==> src/rtl/reset_fault_pkg.sv <==
// Operation
// - Select bit 0: every single watchdog violation pulls the reset output low.
// - Select bit 1: reset only after two violations with no valid update between.
// - Two-violation mode: a valid update after one violation clears the counter.
// - Reset stays low after causes clear for hold 01=8ms, 10=16ms, 11=32ms.
// - Hold code 00 adds no hold; release about 6us after cause clears.
// - Read-only 8-bit chip identification register, fixed in programmable storage.
// - Every falling edge of the sequence enable input reloads configuration.
// - That reload waits until the sequence recorder has finished capturing.
// - Reload leaves recorder power-up and power-down timestamps untouched.
// - With reload-on-watchdog set, a watchdog fault also triggers a reload.
// - Each reload from programmable storage completes in about 1us.
// - Stored configuration passes single-error correction before it is used.
// - Separate indicators: parity, clock fault, enable/reset readback, self-test.
// - Stuck comparator asserts reset and sets a readable flag.
// - Each kind of watchdog violation has its own fault flag.
// - Violation counted on early update or on open window expiring.
// - Watchdog lock set: writes to the reset control register are ignored.
package reset_fault_pkg;
    // register offsets
    localparam logic [7:0] CTRL_OFS = 8'h2c;
    localparam logic [7:0] CHIPID_OFS = 8'h2d;
    localparam logic [7:0] STUCK_OFS = 8'h2e;
    localparam logic [7:0] DIAG_OFS = 8'h2f;
    localparam logic [7:0] FAULTCFG_OFS = 8'h30;
    // field positions
    localparam int DBL_BIT = 2;
    localparam int CTRL_W = 3;
    localparam int RELOAD_WD_BIT = 0;
    localparam int PARITY_BIT = 0;
    localparam int CLKF_BIT = 1;
    localparam int ENRB_BIT = 2;
    localparam int RSTRB_BIT = 3;
    localparam int BIST_BIT = 4;
    localparam int EARLY_BIT = 5;
    localparam int EXPIRED_BIT = 6;
    // values after reset
    localparam logic [2:0] CTRL_RST = 3'h0;
    localparam logic [7:0] CHIP_ID_RST = 8'h00;
    // timing
    localparam int CLK_PERIOD_NS = 25;
    localparam int HOLD_UNIT_MS = 8;
    localparam int HOLD_UNIT_CYC = HOLD_UNIT_MS * 1000000 / CLK_PERIOD_NS;
    localparam int INTR_HOLD_NS = 6000;
    localparam int INTR_HOLD_CYC = INTR_HOLD_NS / CLK_PERIOD_NS;
    localparam int RELOAD_NS = 1000;
    localparam int RELOAD_CYC = RELOAD_NS / CLK_PERIOD_NS;
    localparam int HOLD_W = 21;
    localparam int LD_W = 6;
    // programmable storage map
    localparam int OTP_WORDS = 3;
    localparam int CODE_W = 12;
    localparam int STUCK_FLAGS_W = 6;
    typedef enum logic [1:0] {MODE_IDLE, MODE_WAIT_REC, MODE_LOAD} reload_mode_t;
endpackage : reset_fault_pkg

==> src/rtl/otp_ecc_store.sv <==
`timescale 1ns/1ps
module otp_ecc_store
    import reset_fault_pkg::*;
#(
    parameter logic [OTP_WORDS*8-1:0] CONTENT = '0,
    parameter logic [OTP_WORDS*CODE_W-1:0] FLIP = '0
) (
    input wire logic clk,
    input wire logic rst_b,
    input wire logic rd_en,
    input wire logic [1:0] rd_addr,
    output logic [7:0] rd_data,
    output logic corrected
);
    typedef struct packed {
        logic [7:0] data;
        logic corr;
    } otp_state_t;

    otp_state_t cur;
    otp_state_t next_cur;

    // hamming code, parity at positions 1, 2, 4 and 8
    function automatic logic [CODE_W-1:0] encode(input logic [7:0] d);
        logic [CODE_W:1] c;
        int k;
        c = '0;
        k = 0;
        for (int pos = 1; pos <= CODE_W; pos++) begin
            if ((pos & (pos - 1)) != 0) begin
                c[pos] = d[k];
                k++;
            end
        end
        for (int p = 1; p <= 8; p = p * 2) begin
            for (int pos = 3; pos <= CODE_W; pos++) begin
                if ((pos & p) != 0 && pos != p) begin
                    c[p] = c[p] ^ c[pos];
                end
            end
        end
        return c;
    endfunction : encode

    // returns {corrected, data}; a single flipped bit is repaired
    function automatic logic [8:0] decode(input logic [CODE_W-1:0] w);
        logic [CODE_W:1] c;
        logic [3:0] syn;
        logic [7:0] d;
        int k;
        c = w;
        syn = '0;
        d = '0;
        k = 0;
        for (int pos = 1; pos <= CODE_W; pos++) begin
            if (c[pos]) begin
                syn = syn ^ 4'(pos);
            end
        end
        if (syn != 4'h0 && syn <= 4'(CODE_W)) begin
            c[syn] = ~c[syn];
        end
        for (int pos = 1; pos <= CODE_W; pos++) begin
            if ((pos & (pos - 1)) != 0) begin
                d[k] = c[pos];
                k++;
            end
        end
        return {syn != 4'h0, d};
    endfunction : decode

    // stored words are fixed; flip lets a test plant a bit error
    always_comb begin
        logic [CODE_W-1:0] word;
        word = '0;
        next_cur = cur;
        if (rd_en && int'(rd_addr) < OTP_WORDS) begin
            word = encode(CONTENT[int'(rd_addr)*8 +: 8])
                ^ FLIP[int'(rd_addr)*CODE_W +: CODE_W];
            {next_cur.corr, next_cur.data} = decode(word);
        end
    end

    always_ff @(posedge clk) begin
        if (!rst_b) begin
            cur <= '0;
        end else begin
            cur <= next_cur;
        end
    end

    assign rd_data = cur.data;
    assign corrected = cur.corr;
endmodule : otp_ecc_store

==> src/rtl/reset_output_fault_reaction.sv <==
`timescale 1ns/1ps
module reset_output_fault_reaction
    import reset_fault_pkg::*;
#(
    parameter int HOLD_UNIT_CYCLES = HOLD_UNIT_CYC,
    parameter int STUCK_W = STUCK_FLAGS_W,
    // stored configuration; identification value is arbitrary
    parameter logic [7:0] OTP_CTRL = 8'h01,
    parameter logic [7:0] OTP_CHIP_ID = 8'h5a,
    parameter logic [7:0] OTP_CFG = 8'h00,
    parameter logic [OTP_WORDS*CODE_W-1:0] OTP_FLIP = '0
) (
    input wire logic clk,
    input wire logic rst_b,
    input wire logic seq_enable_input,
    input wire logic reset_pin_in,
    input wire logic recorder_done,
    input wire logic wd_update_valid,
    input wire logic wd_early_update,
    input wire logic wd_window_expired,
    input wire logic wd_lock,
    input wire logic [STUCK_W-1:0] comparator_stuck,
    input wire logic parity_fault,
    input wire logic clock_fault,
    input wire logic bist_fail,
    input wire logic [7:0] reg_addr,
    input wire logic reg_wr,
    input wire logic reg_rd,
    input wire logic [7:0] reg_wdata,
    output logic [7:0] reg_rdata,
    output logic reset_out_b,
    output logic reload_busy,
    output logic otp_corrected
);
    typedef struct packed {
        logic en_s1;
        logic en_s2;
        logic en_q;
        logic rp_s1;
        logic rp_s2;
        reload_mode_t mode;
        logic [LD_W-1:0] ld_cnt;
        logic viol_cnt;
        logic [HOLD_W-1:0] hold_cnt;
        logic rst_out_b;
        logic [CTRL_W-1:0] ctrl;
        logic [7:0] chip_id;
        logic reload_wd;
        logic [STUCK_W-1:0] stuck;
        logic early_flag;
        logic exp_flag;
        logic [7:0] rdata;
        logic corr;
    } state_t;

    // hold lengths in clock cycles per hold code
    localparam logic [HOLD_W-1:0] HL0 = HOLD_W'(INTR_HOLD_CYC);
    localparam logic [HOLD_W-1:0] HL1 = HOLD_W'(HOLD_UNIT_CYCLES);
    localparam logic [HOLD_W-1:0] HL2 = HOLD_W'(HOLD_UNIT_CYCLES * 2);
    localparam logic [HOLD_W-1:0] HL3 = HOLD_W'(HOLD_UNIT_CYCLES * 4);
    localparam logic [LD_W-1:0] LD_LAST = LD_W'(RELOAD_CYC - 1);
    localparam logic [LD_W-1:0] LD_WORDS = LD_W'(OTP_WORDS);

    state_t cur;
    state_t next_cur;
    logic viol;
    logic wd_trip;
    logic cause;
    logic en_fell;
    logic [HOLD_W-1:0] hold_len;
    logic otp_rd_en;
    logic [1:0] otp_addr;
    logic [1:0] cap_addr;
    logic [7:0] otp_data;
    logic otp_corr;
    logic [7:0] diag;
    logic ctrl_wr_ok;

    // either violation kind counts alike
    assign viol = wd_early_update | wd_window_expired;
    // single mode trips at once, double mode on the second in a row
    assign wd_trip = viol && (!cur.ctrl[DBL_BIT]
        || cur.viol_cnt);
    // every reset cause; stuck comparators pull reset too
    assign cause = wd_trip | (|comparator_stuck)
        | parity_fault | clock_fault;
    // edge taken on synchronised copies only
    assign en_fell = cur.en_q & ~cur.en_s2;
    assign ctrl_wr_ok = reg_wr && reg_addr == CTRL_OFS
        && !wd_lock;
    assign otp_rd_en = cur.mode == MODE_LOAD && cur.ld_cnt < LD_WORDS;
    assign otp_addr = cur.ld_cnt[1:0];
    assign cap_addr = 2'(cur.ld_cnt - 1'b1);

    // live readback of fault inputs and pins next to sticky flags
    always_comb begin
        diag = '0;
        diag[PARITY_BIT] = parity_fault;
        diag[CLKF_BIT] = clock_fault;
        diag[ENRB_BIT] = cur.en_s2;
        diag[RSTRB_BIT] = cur.rp_s2;
        diag[BIST_BIT] = bist_fail;
        diag[EARLY_BIT] = cur.early_flag;
        diag[EXPIRED_BIT] = cur.exp_flag;
    end

    // hold time selected by the two-bit field
    always_comb begin
        case (cur.ctrl[1:0])
            2'h0: hold_len = HL0;
            2'h1: hold_len = HL1;
            2'h2: hold_len = HL2;
            2'h3: hold_len = HL3;
            default: hold_len = HL0;
        endcase
    end

    otp_ecc_store #(
        .CONTENT({OTP_CFG, OTP_CHIP_ID, OTP_CTRL}),
        .FLIP(OTP_FLIP)
    ) u_otp (
        .clk(clk),
        .rst_b(rst_b),
        .rd_en(otp_rd_en),
        .rd_addr(otp_addr),
        .rd_data(otp_data),
        .corrected(otp_corr)
    );

    // all next-state logic of the block
    always_comb begin
        next_cur = cur;
        // pins pass two flops before anything looks at them
        next_cur.en_s1 = seq_enable_input;
        next_cur.en_s2 = cur.en_s1;
        next_cur.en_q = cur.en_s2;
        next_cur.rp_s1 = reset_pin_in;
        next_cur.rp_s2 = cur.rp_s1;

        // violation counter; the trip itself restarts counting
        if (wd_trip) begin
            next_cur.viol_cnt = 1'b0;
        end else if (viol) begin
            next_cur.viol_cnt = 1'b1;
        end else if (wd_update_valid) begin
            next_cur.viol_cnt = 1'b0;
        end

        // hold counter restarts while any cause is present
        if (cause) begin
            next_cur.hold_cnt = hold_len;
        end else if (cur.hold_cnt != '0) begin
            next_cur.hold_cnt = cur.hold_cnt - 1'b1;
        end
        next_cur.rst_out_b = !(cause || cur.hold_cnt != '0);

        // sticky flags; a new event beats the clear by read
        if (reg_rd && reg_addr == STUCK_OFS) begin
            next_cur.stuck = '0;
        end
        next_cur.stuck = next_cur.stuck | comparator_stuck;
        if (reg_rd && reg_addr == DIAG_OFS) begin
            next_cur.early_flag = 1'b0;
            next_cur.exp_flag = 1'b0;
        end
        next_cur.early_flag = next_cur.early_flag | wd_early_update;
        next_cur.exp_flag = next_cur.exp_flag | wd_window_expired;

        // register writes; a reload capture of the same register in this cycle overrides them below
        if (ctrl_wr_ok) begin
            next_cur.ctrl = reg_wdata[CTRL_W-1:0];
        end
        if (reg_wr && reg_addr == FAULTCFG_OFS) begin
            next_cur.reload_wd = reg_wdata[RELOAD_WD_BIT];
        end

        // read data held until the next read
        if (reg_rd) begin
            case (reg_addr)
                CTRL_OFS: next_cur.rdata = {5'h00, cur.ctrl};
                CHIPID_OFS: next_cur.rdata = cur.chip_id;
                STUCK_OFS: next_cur.rdata = 8'(cur.stuck);
                DIAG_OFS: next_cur.rdata = diag;
                FAULTCFG_OFS: next_cur.rdata = {7'h00, cur.reload_wd};
                default: next_cur.rdata = 8'h00;
            endcase
        end

        // reload sequencer
        case (cur.mode)
            MODE_IDLE: begin
                if (wd_trip && cur.reload_wd) begin
                    next_cur.mode = MODE_LOAD;
                    next_cur.ld_cnt = '0;
                end
            end
            MODE_WAIT_REC: begin
                // recorder must finish the power-down capture first
                if (recorder_done) begin
                    next_cur.mode = MODE_LOAD;
                    next_cur.ld_cnt = '0;
                end
            end
            MODE_LOAD: begin
                next_cur.ld_cnt = cur.ld_cnt + 1'b1;
                // storage answers one cycle after the address
                if (cur.ld_cnt != '0 && cur.ld_cnt <= LD_WORDS) begin
                    next_cur.corr = cur.corr | otp_corr;
                    // only these words; recorder timestamps live elsewhere
                    case (cap_addr)
                        2'h0: next_cur.ctrl = otp_data[CTRL_W-1:0];
                        2'h1: next_cur.chip_id = otp_data;
                        2'h2: next_cur.reload_wd = otp_data[RELOAD_WD_BIT];
                        default: next_cur.corr = next_cur.corr;
                    endcase
                end
                // fixed length keeps the reload time predictable
                if (cur.ld_cnt == LD_LAST) begin
                    next_cur.mode = MODE_IDLE;
                end
            end
            default: next_cur.mode = MODE_IDLE;
        endcase
        // a falling enable always restarts, even mid-reload
        if (en_fell) begin
            next_cur.mode = MODE_WAIT_REC;
            next_cur.ld_cnt = '0;
        end
    end

    // reset starts with the power-up reload and reset held low
    always_ff @(posedge clk) begin
        if (!rst_b) begin
            cur <= '0;
            cur.mode <= MODE_LOAD;
            cur.ctrl <= CTRL_RST;
            cur.chip_id <= CHIP_ID_RST;
        end else begin
            cur <= next_cur;
        end
    end

    assign reg_rdata = cur.rdata;
    assign reset_out_b = cur.rst_out_b;
    assign reload_busy = cur.mode != MODE_IDLE;
    assign otp_corrected = cur.corr;
endmodule : reset_output_fault_reaction

==> config.mk <==
export PLATFORM = sky130hd
export DESIGN_NAME = reset_output_fault_reaction
export DESIGN_NICKNAME = d
export VERILOG_FILES = /design/src/rtl/reset_fault_pkg.sv /design/src/rtl/otp_ecc_store.sv /design/src/rtl/reset_output_fault_reaction.sv
export SDC_FILE = /design/constraint.sdc
export NUM_CORES = 1
export LEC_CHECK = 0
export BUFFER_PORTS_ARGS = -buffer_cell sky130_fd_sc_hd__buf_2
export CORE_MARGIN = 2
export CORE_UTILIZATION = 30
export DETAILED_ROUTE_END_ITERATION = 6
export PLACE_DENSITY = 0.59
export SYNTH_ARGS = -nofsm -noshare
export SYNTH_HDL_FRONTEND = slang
export SYNTH_SLANG_ARGS = --single-unit
==> constraint.sdc <==
create_clock -name clk -period 2.9 [get_ports clk]
set_input_delay 0.145 -clock clk [delete_from_list [all_inputs] [get_ports clk]]
set_output_delay 0.145 -clock clk [all_outputs]
set_load 0.01 [all_outputs]
# ---- Yosys cells after proc, flatten, opt, wreduce, memory -nomap -nowiden
# Index checks and enable logic that the tools add are counted.
dict set report totals {
  out_inout_bits 11
  reg_bits 74
}
dict set report op_classes {
  shifts 2
  n_mux 133
  bitwise_logic 38
  n_eq_ne 18
  add_sub_neg 9
  multipliers 1
  n_lt_le_gt_ge 20
  n_reduce_logical 41
}
# op count
set ops {}
lappend ops {{$ge A32 B1 Y1 const B} 7}
lappend ops {{$lt A32 B5 Y1 const B} 7}
lappend ops {{$mux W32} 7}
lappend ops {{$add A32 B2 Y32 const B} 6}
lappend ops {{$pmux W21 S4} 1}
lappend ops {{$mux W8} 10}
lappend ops {{$mux W4} 17}
lappend ops {{$bwmux W8} 7}
lappend ops {{$mux W1} 54}
lappend ops {{$mux W12} 4}
lappend ops {{$mux W21} 2}
lappend ops {{$eq A8 B6 Y1 const B} 5}
lappend ops {{$pmux W8 S5} 1}
lappend ops {{$shiftx A36 B32 Y12 const A} 1}
lappend ops {{$shiftx A24 B6 Y8 const A} 1}
lappend ops {{$bmux W1 S3} 7}
lappend ops {{$demux W1 S3} 7}
lappend ops {{$reduce_bool A21 Y1} 1}
lappend ops {{$sub A21 B1 Y21 const B} 1}
lappend ops {{$logic_and A1 B1 Y1} 19}
lappend ops {{$mux W3} 6}
lappend ops {{$pmux W6 S3} 1}
lappend ops {{$xor A1 B1 Y1} 14}
lappend ops {{$bwmux W12} 1}
lappend ops {{38 further kinds} 75}

# ---- Longest topological paths before layout
dict set report logic_depth {
  depth_word 79
  ltp_mapped 7
}

# ---- Cells and area by module
# A second synthesis with hierarchy kept.
dict set report unflattened {
  cells_unflattened 402
  area_unflattened_um2 3443.3
}
# module cells_per_inst seq_area_each_um2 instances area_per_inst_um2
set by_module_without_submodules {}
lappend by_module_without_submodules {reset_output_fault_reaction 385 1301.2 1 3284.4}
lappend by_module_without_submodules {otp_ecc_store 17 40.0 1 158.9}

# ---- Worst setup path after synthesis
# Ideal clock, no wire load.
dict set report synth_timing {
  path_kind {flip-flop to flip-flop}
  from {register cur[32] (netlist name)}
  to {register cur[43] (netlist name)}
  t_arrival_ps 1963
  setup_time_ps 74
  required_time_ps 2826
  n_path_buf 1
  path_stages_with_launch 6
  slack_ps 863
  cell_sequence {dfxtp_1 > or4_4 > or3_1 > clkbuf_2 > or4_1 > a31oi_1}
}
dict set report synth_via {
  elab_chain_len 3
  elab_cells_between_ends 5
  classes_between {add/sub (1); mux (2); reduce/logical (2)}
}
# element line_no
set synth_rtl {}
lappend synth_rtl {{start: declaration} reset_output_fault_reaction.sv:64} ;# state_t cur;
lappend synth_rtl {{start signal: assignment} reset_output_fault_reaction.sv:239} ;# cur <= next_cur;
lappend synth_rtl {{$sub A21 B1 Y21} reset_output_fault_reaction.sv:153} ;# next_cur.hold_cnt = cur.hold_cnt - 1'b1;
lappend synth_rtl {{$mux W21} reset_output_fault_reaction.sv:152} ;# end else if (cur.hold_cnt != '0) begin
lappend synth_rtl {{$mux W21} reset_output_fault_reaction.sv:150} ;# if (cause) begin
# Several ways; a longest one is shown, not always the timed one. The select of a mux whose other input is x is not followed.
# A chain may end at the register's enable or synchronous reset.

# ---- Worst setup path after layout
dict set report layout_timing {
  from {register cur[32] (netlist name)}
  to {register cur[45] (netlist name)}
}
# The elaborated chain is that of the path after synthesis.

==> results <==
- Across the VDD grid, the largest voltage drop is ~0.28 mV.
- The via count of the first global-routing pass is 2541.
- The detailed-route via count is roughly 2600.
- The routed design has 7094 um of wire.
- Pin placement for this block handled 47 I/O pins.
- The mean routed wirelength per cell is roughly 14 um.
- Once placement finished, the instance area stood at 3307 um2.
- The via-per-instance ratio is 5.000.
- The number of buffers created by CTS is 9.
- The floorplan step defined a core boundary enclosing 9819 um2.
- Timing analysis after detailed placement gives a worst setup slack of 0.5873 ns.
- The final net count is 433.
- Detailed placement finished with a half-perimeter wire length of between 5000 and 6000 um.
- The overall power after layout is about 0.0022 W.
- The count of buffers added on input and output ports is 40.
- The wire length of the first global-routing pass is 11880 um.
- Counting instances in the post-synthesis netlist gives the leading cell types as dfxtp_1 (60), nor2_1 (40), a21oi_1 (21).
- The cell with the most instances after synthesis is dfxtp_1.
- In this run the critical register-to-register path is captured at cur[45].
- Once the clock tree was built, the resizer swapped 0 gates to a different size.
- The first detailed-routing pass ran for 4 iterations.
- The finished cells cover 3528 um2.
- The startpoint-to-endpoint class of the critical path is reg2reg.
- Yosys attributes the largest share of cell area to dfxtp_1 (39%), ha_1 (5.3%), nor2_1 (4.9%), a21oi_1 (3.5%), mux2i_1 (2.6%).
- The synthesized netlist contains 45 unique library cells.
- In this run, synthesis inferred 0 flip-flops with an integrated enable.
- The slack of the worst reg-to-reg path is 0.54 ns.
- The number of endpoints with negative hold slack in the final report was 0.
- The number of levels the H-tree was split into is 3.
- Setup repair after global routing left no endpoint under its margin.
- The number of max-cap violations is 0.
- Setup violations remaining at the end of the flow were counted as 0.
- Entering global routing, the biggest net connects 27 pins.
- The endpoint class of the critical path is a flop.
- In this run the vertical extent of the chip is 104.7 um.
- The flow ran to the end, and the final reports show no timing, DRC or antenna violations.
- The tree is rooted in a clkbuf_8.
- The yosys synthesis warning count is 0.
- For the pin with the worst max-slew slack, the measured transition is 0.6710 ns.
- The cell with the largest stage delay on the worst path is or4_4.
- The CTS clock-pin slew for the worst setup and hold paths is around 0.07 ns.
- The cell taking the most area after synthesis is dfxtp_1.
- The clock latency of the later-clocked register in the worst-skew pair is 0.34 ns.
- The CTS tree is built.
- The effective utilization at floorplan is 30.99%.
- The die span in x is 104.7 um.
- The startpoint of the worst hold path is comparator_stuck[3].
- Counting instances, the worst hold path has a depth of 3.
- Measured in cells, the most critical reg-to-reg path has a length of 5.
- The post-route clock skew is 0.008588 ns.
- Headroom to the max-slew limit came out at 55.22%.
- The number of nets handed over by synthesis was 400.
- After synthesis the netlist holds a flip-flop and latch count of 60.
- Along the worst path, the maximum fanout reaches 8.
- Setup slack closes at 0.5438 ns.
- The residual DRC count is 0.
- In this run the remaining antenna-violating nets after routing total 0.
- After synthesis, the share of flip-flops with an asynchronous set or reset is 0%.
- The required time of the critical path is ~3.1 ns.
- The area of the die is about 11000 um2.
- After technology mapping, the gate count stands at 351.
- The time the final worst path needs with I/O delays and setup is 2.356 ns.
- The worst-case hold slack is 0.01897 ns.
- Cells with a size suffix above 1 make up between 10% and 20% of the layout.
- The cell area after technology mapping is roughly 3000 um2.
- The number of clock sinks is 60.
- The total overflow left after global routing is 0.
- Summing the sequential cell areas from Yosys gives between 30% and 40% of the chip area.
- The area added between synthesis and finish is 15.95%.
- The average footprint of a synthesized cell is roughly 8.7 um2.
- The part of the cycle the worst path needs is 81.25%.
- The maximum cell stage delay along the critical path is 0.58 ns.
- Dividing total power by cell area gives a power density of roughly 630 nW/um2.
- The signal on the critical path passes through or4_4, nor4_1, nand4_1, nand3_1, o32ai_1.
- The startpoint of the lowest-slack register-to-register path is cur[32].
- The final max-slew violation count is 0.
- The aggregate global-route resource usage is 13.34%.
- For this run, the leading register cell type out of synthesis is dfxtp_1.
- The proportion of netlist area held by the largest area contributor is between 30% and 40%.
- The sum of negative setup slack is 0 ns.
- The number of antenna violations at the first check in global routing is 0.
- The count of antenna diodes in the layout is 0.
- Data arrives at the worst endpoint at 2.56 ns.
- The path class of the lowest-slack min-delay path is in2reg.
- The clock passes through at most 2 buffers.
- At the end of routability-driven placement, the weighted congestion stood at 0.8138.
- The worst setup path is launched from a flop.
- The static leakage power is 1.399 nW.
- The fmax is 424.4 MHz.
- In this run the core area contains 36 standard-cell rows.
- In this run, the number of DRC markers left after iteration 0 of detailed routing was 100.
- The path with the worst hold slack has its endpoint at cur[14].
[how the worst max path moves through the flow]
| stage | endpoint | depth (start not counted) | from |
|---|---|---|---|
| 6_report | cur[45] | 5 | cur[32] |
| 4_1_cts | cur[45] | 5 | cur[32] |
| 5_1_grt | cur[43] | 5 | cur[38] |
| 3_5_place_dp | cur[45] | 5 | cur[32] |
| 3_3_place_gp | cur[45] | 5 | cur[32] |
| 2_1_floorplan | cur[43] | 5 | cur[32] |
[logic make-up (layout without fill, tap and decap cells)]
group	after synthesis	count (layout)	share of synthesized area, %
xor+xnor	15	15	4.318
buf+inv	37	75	5.715
mux	14	14	5.592
simple gates	141	141	25.29
other cells	1	1	0.1232
compound gates	70	70	14.14
flops	60	60	39.47
fa+ha+maj	13	13	5.346
[registers in the layout (all words and copies together), names as in the netlist]
| name | flops |
|---|---|
| u_otp.rd_data | 2 |
| reg_rdata | 8 |
| reset_out_b | 1 |
| cur | 49 |
[layout make-up]
cell class / count / area (um2)
clock buffer: 10 / 137.6
clock inverter: 6 / 63.81
fill: 1071 / 6291
inverter: 15 / 56.30
multi-input combinational: 254 / 1668
sequential: 60 / 1201
tap: 133 / 166.4
timing repair buffer: 44 / 235.2
[per-layer routing]
metal	share of wire, %	routed length, um	GRT usage (%)
met1	46	3290	16.76
met2	47	3299	21.29
met3	5.0	358	4.117
met4	2.0	145	5.429
met5	0	0	0
[report_power, final]
| group | internal (W) | total, W | switching, W |
|---|---|---|---|
| logic | 0.000210 | 0.000472 | 0.000261 |
| clock network | 0.000418 | 0.000761 | 0.000343 |
| registers | 0.000896 | 0.000975 | 0.0000794 |
[per-stage QoR]
step / util [%] / std cells
global route: 35.93 / 522
detailed placement: 33.68 / 504
finish: 35.93 / 522
global placement: 33.68 / 504
floorplan: - / 351
CTS: 35.93 / 522
[worst max-delay path: cells and delay by family, from the launching register on]
kind | cells | cell delay [ns]
and+or+nand+nor | 4 | 1.75
DFF | 1 | 0.36
AOI/OAI and AO/OA | 1 | 0.11
[placed cells by master, fill, tap and decap left out, types with 10 or more instances in the layout]
master,n
nand2_1,20
ha_1,13
nor2_1,40
clkbuf_8,10
a21oi_1,21
buf_2,40
dfxtp_1,60
o21ai_0,12
nand3_1,10
inv_1,15
[repair_timing]
item	in CTS	in global routing
endpoints found under the hold margin	2	0
hold buffers	2	0
buffers inserted	0	0
setup endpoints to repair	0	0
No activity file was read; power rests on OpenSTA's default activity.
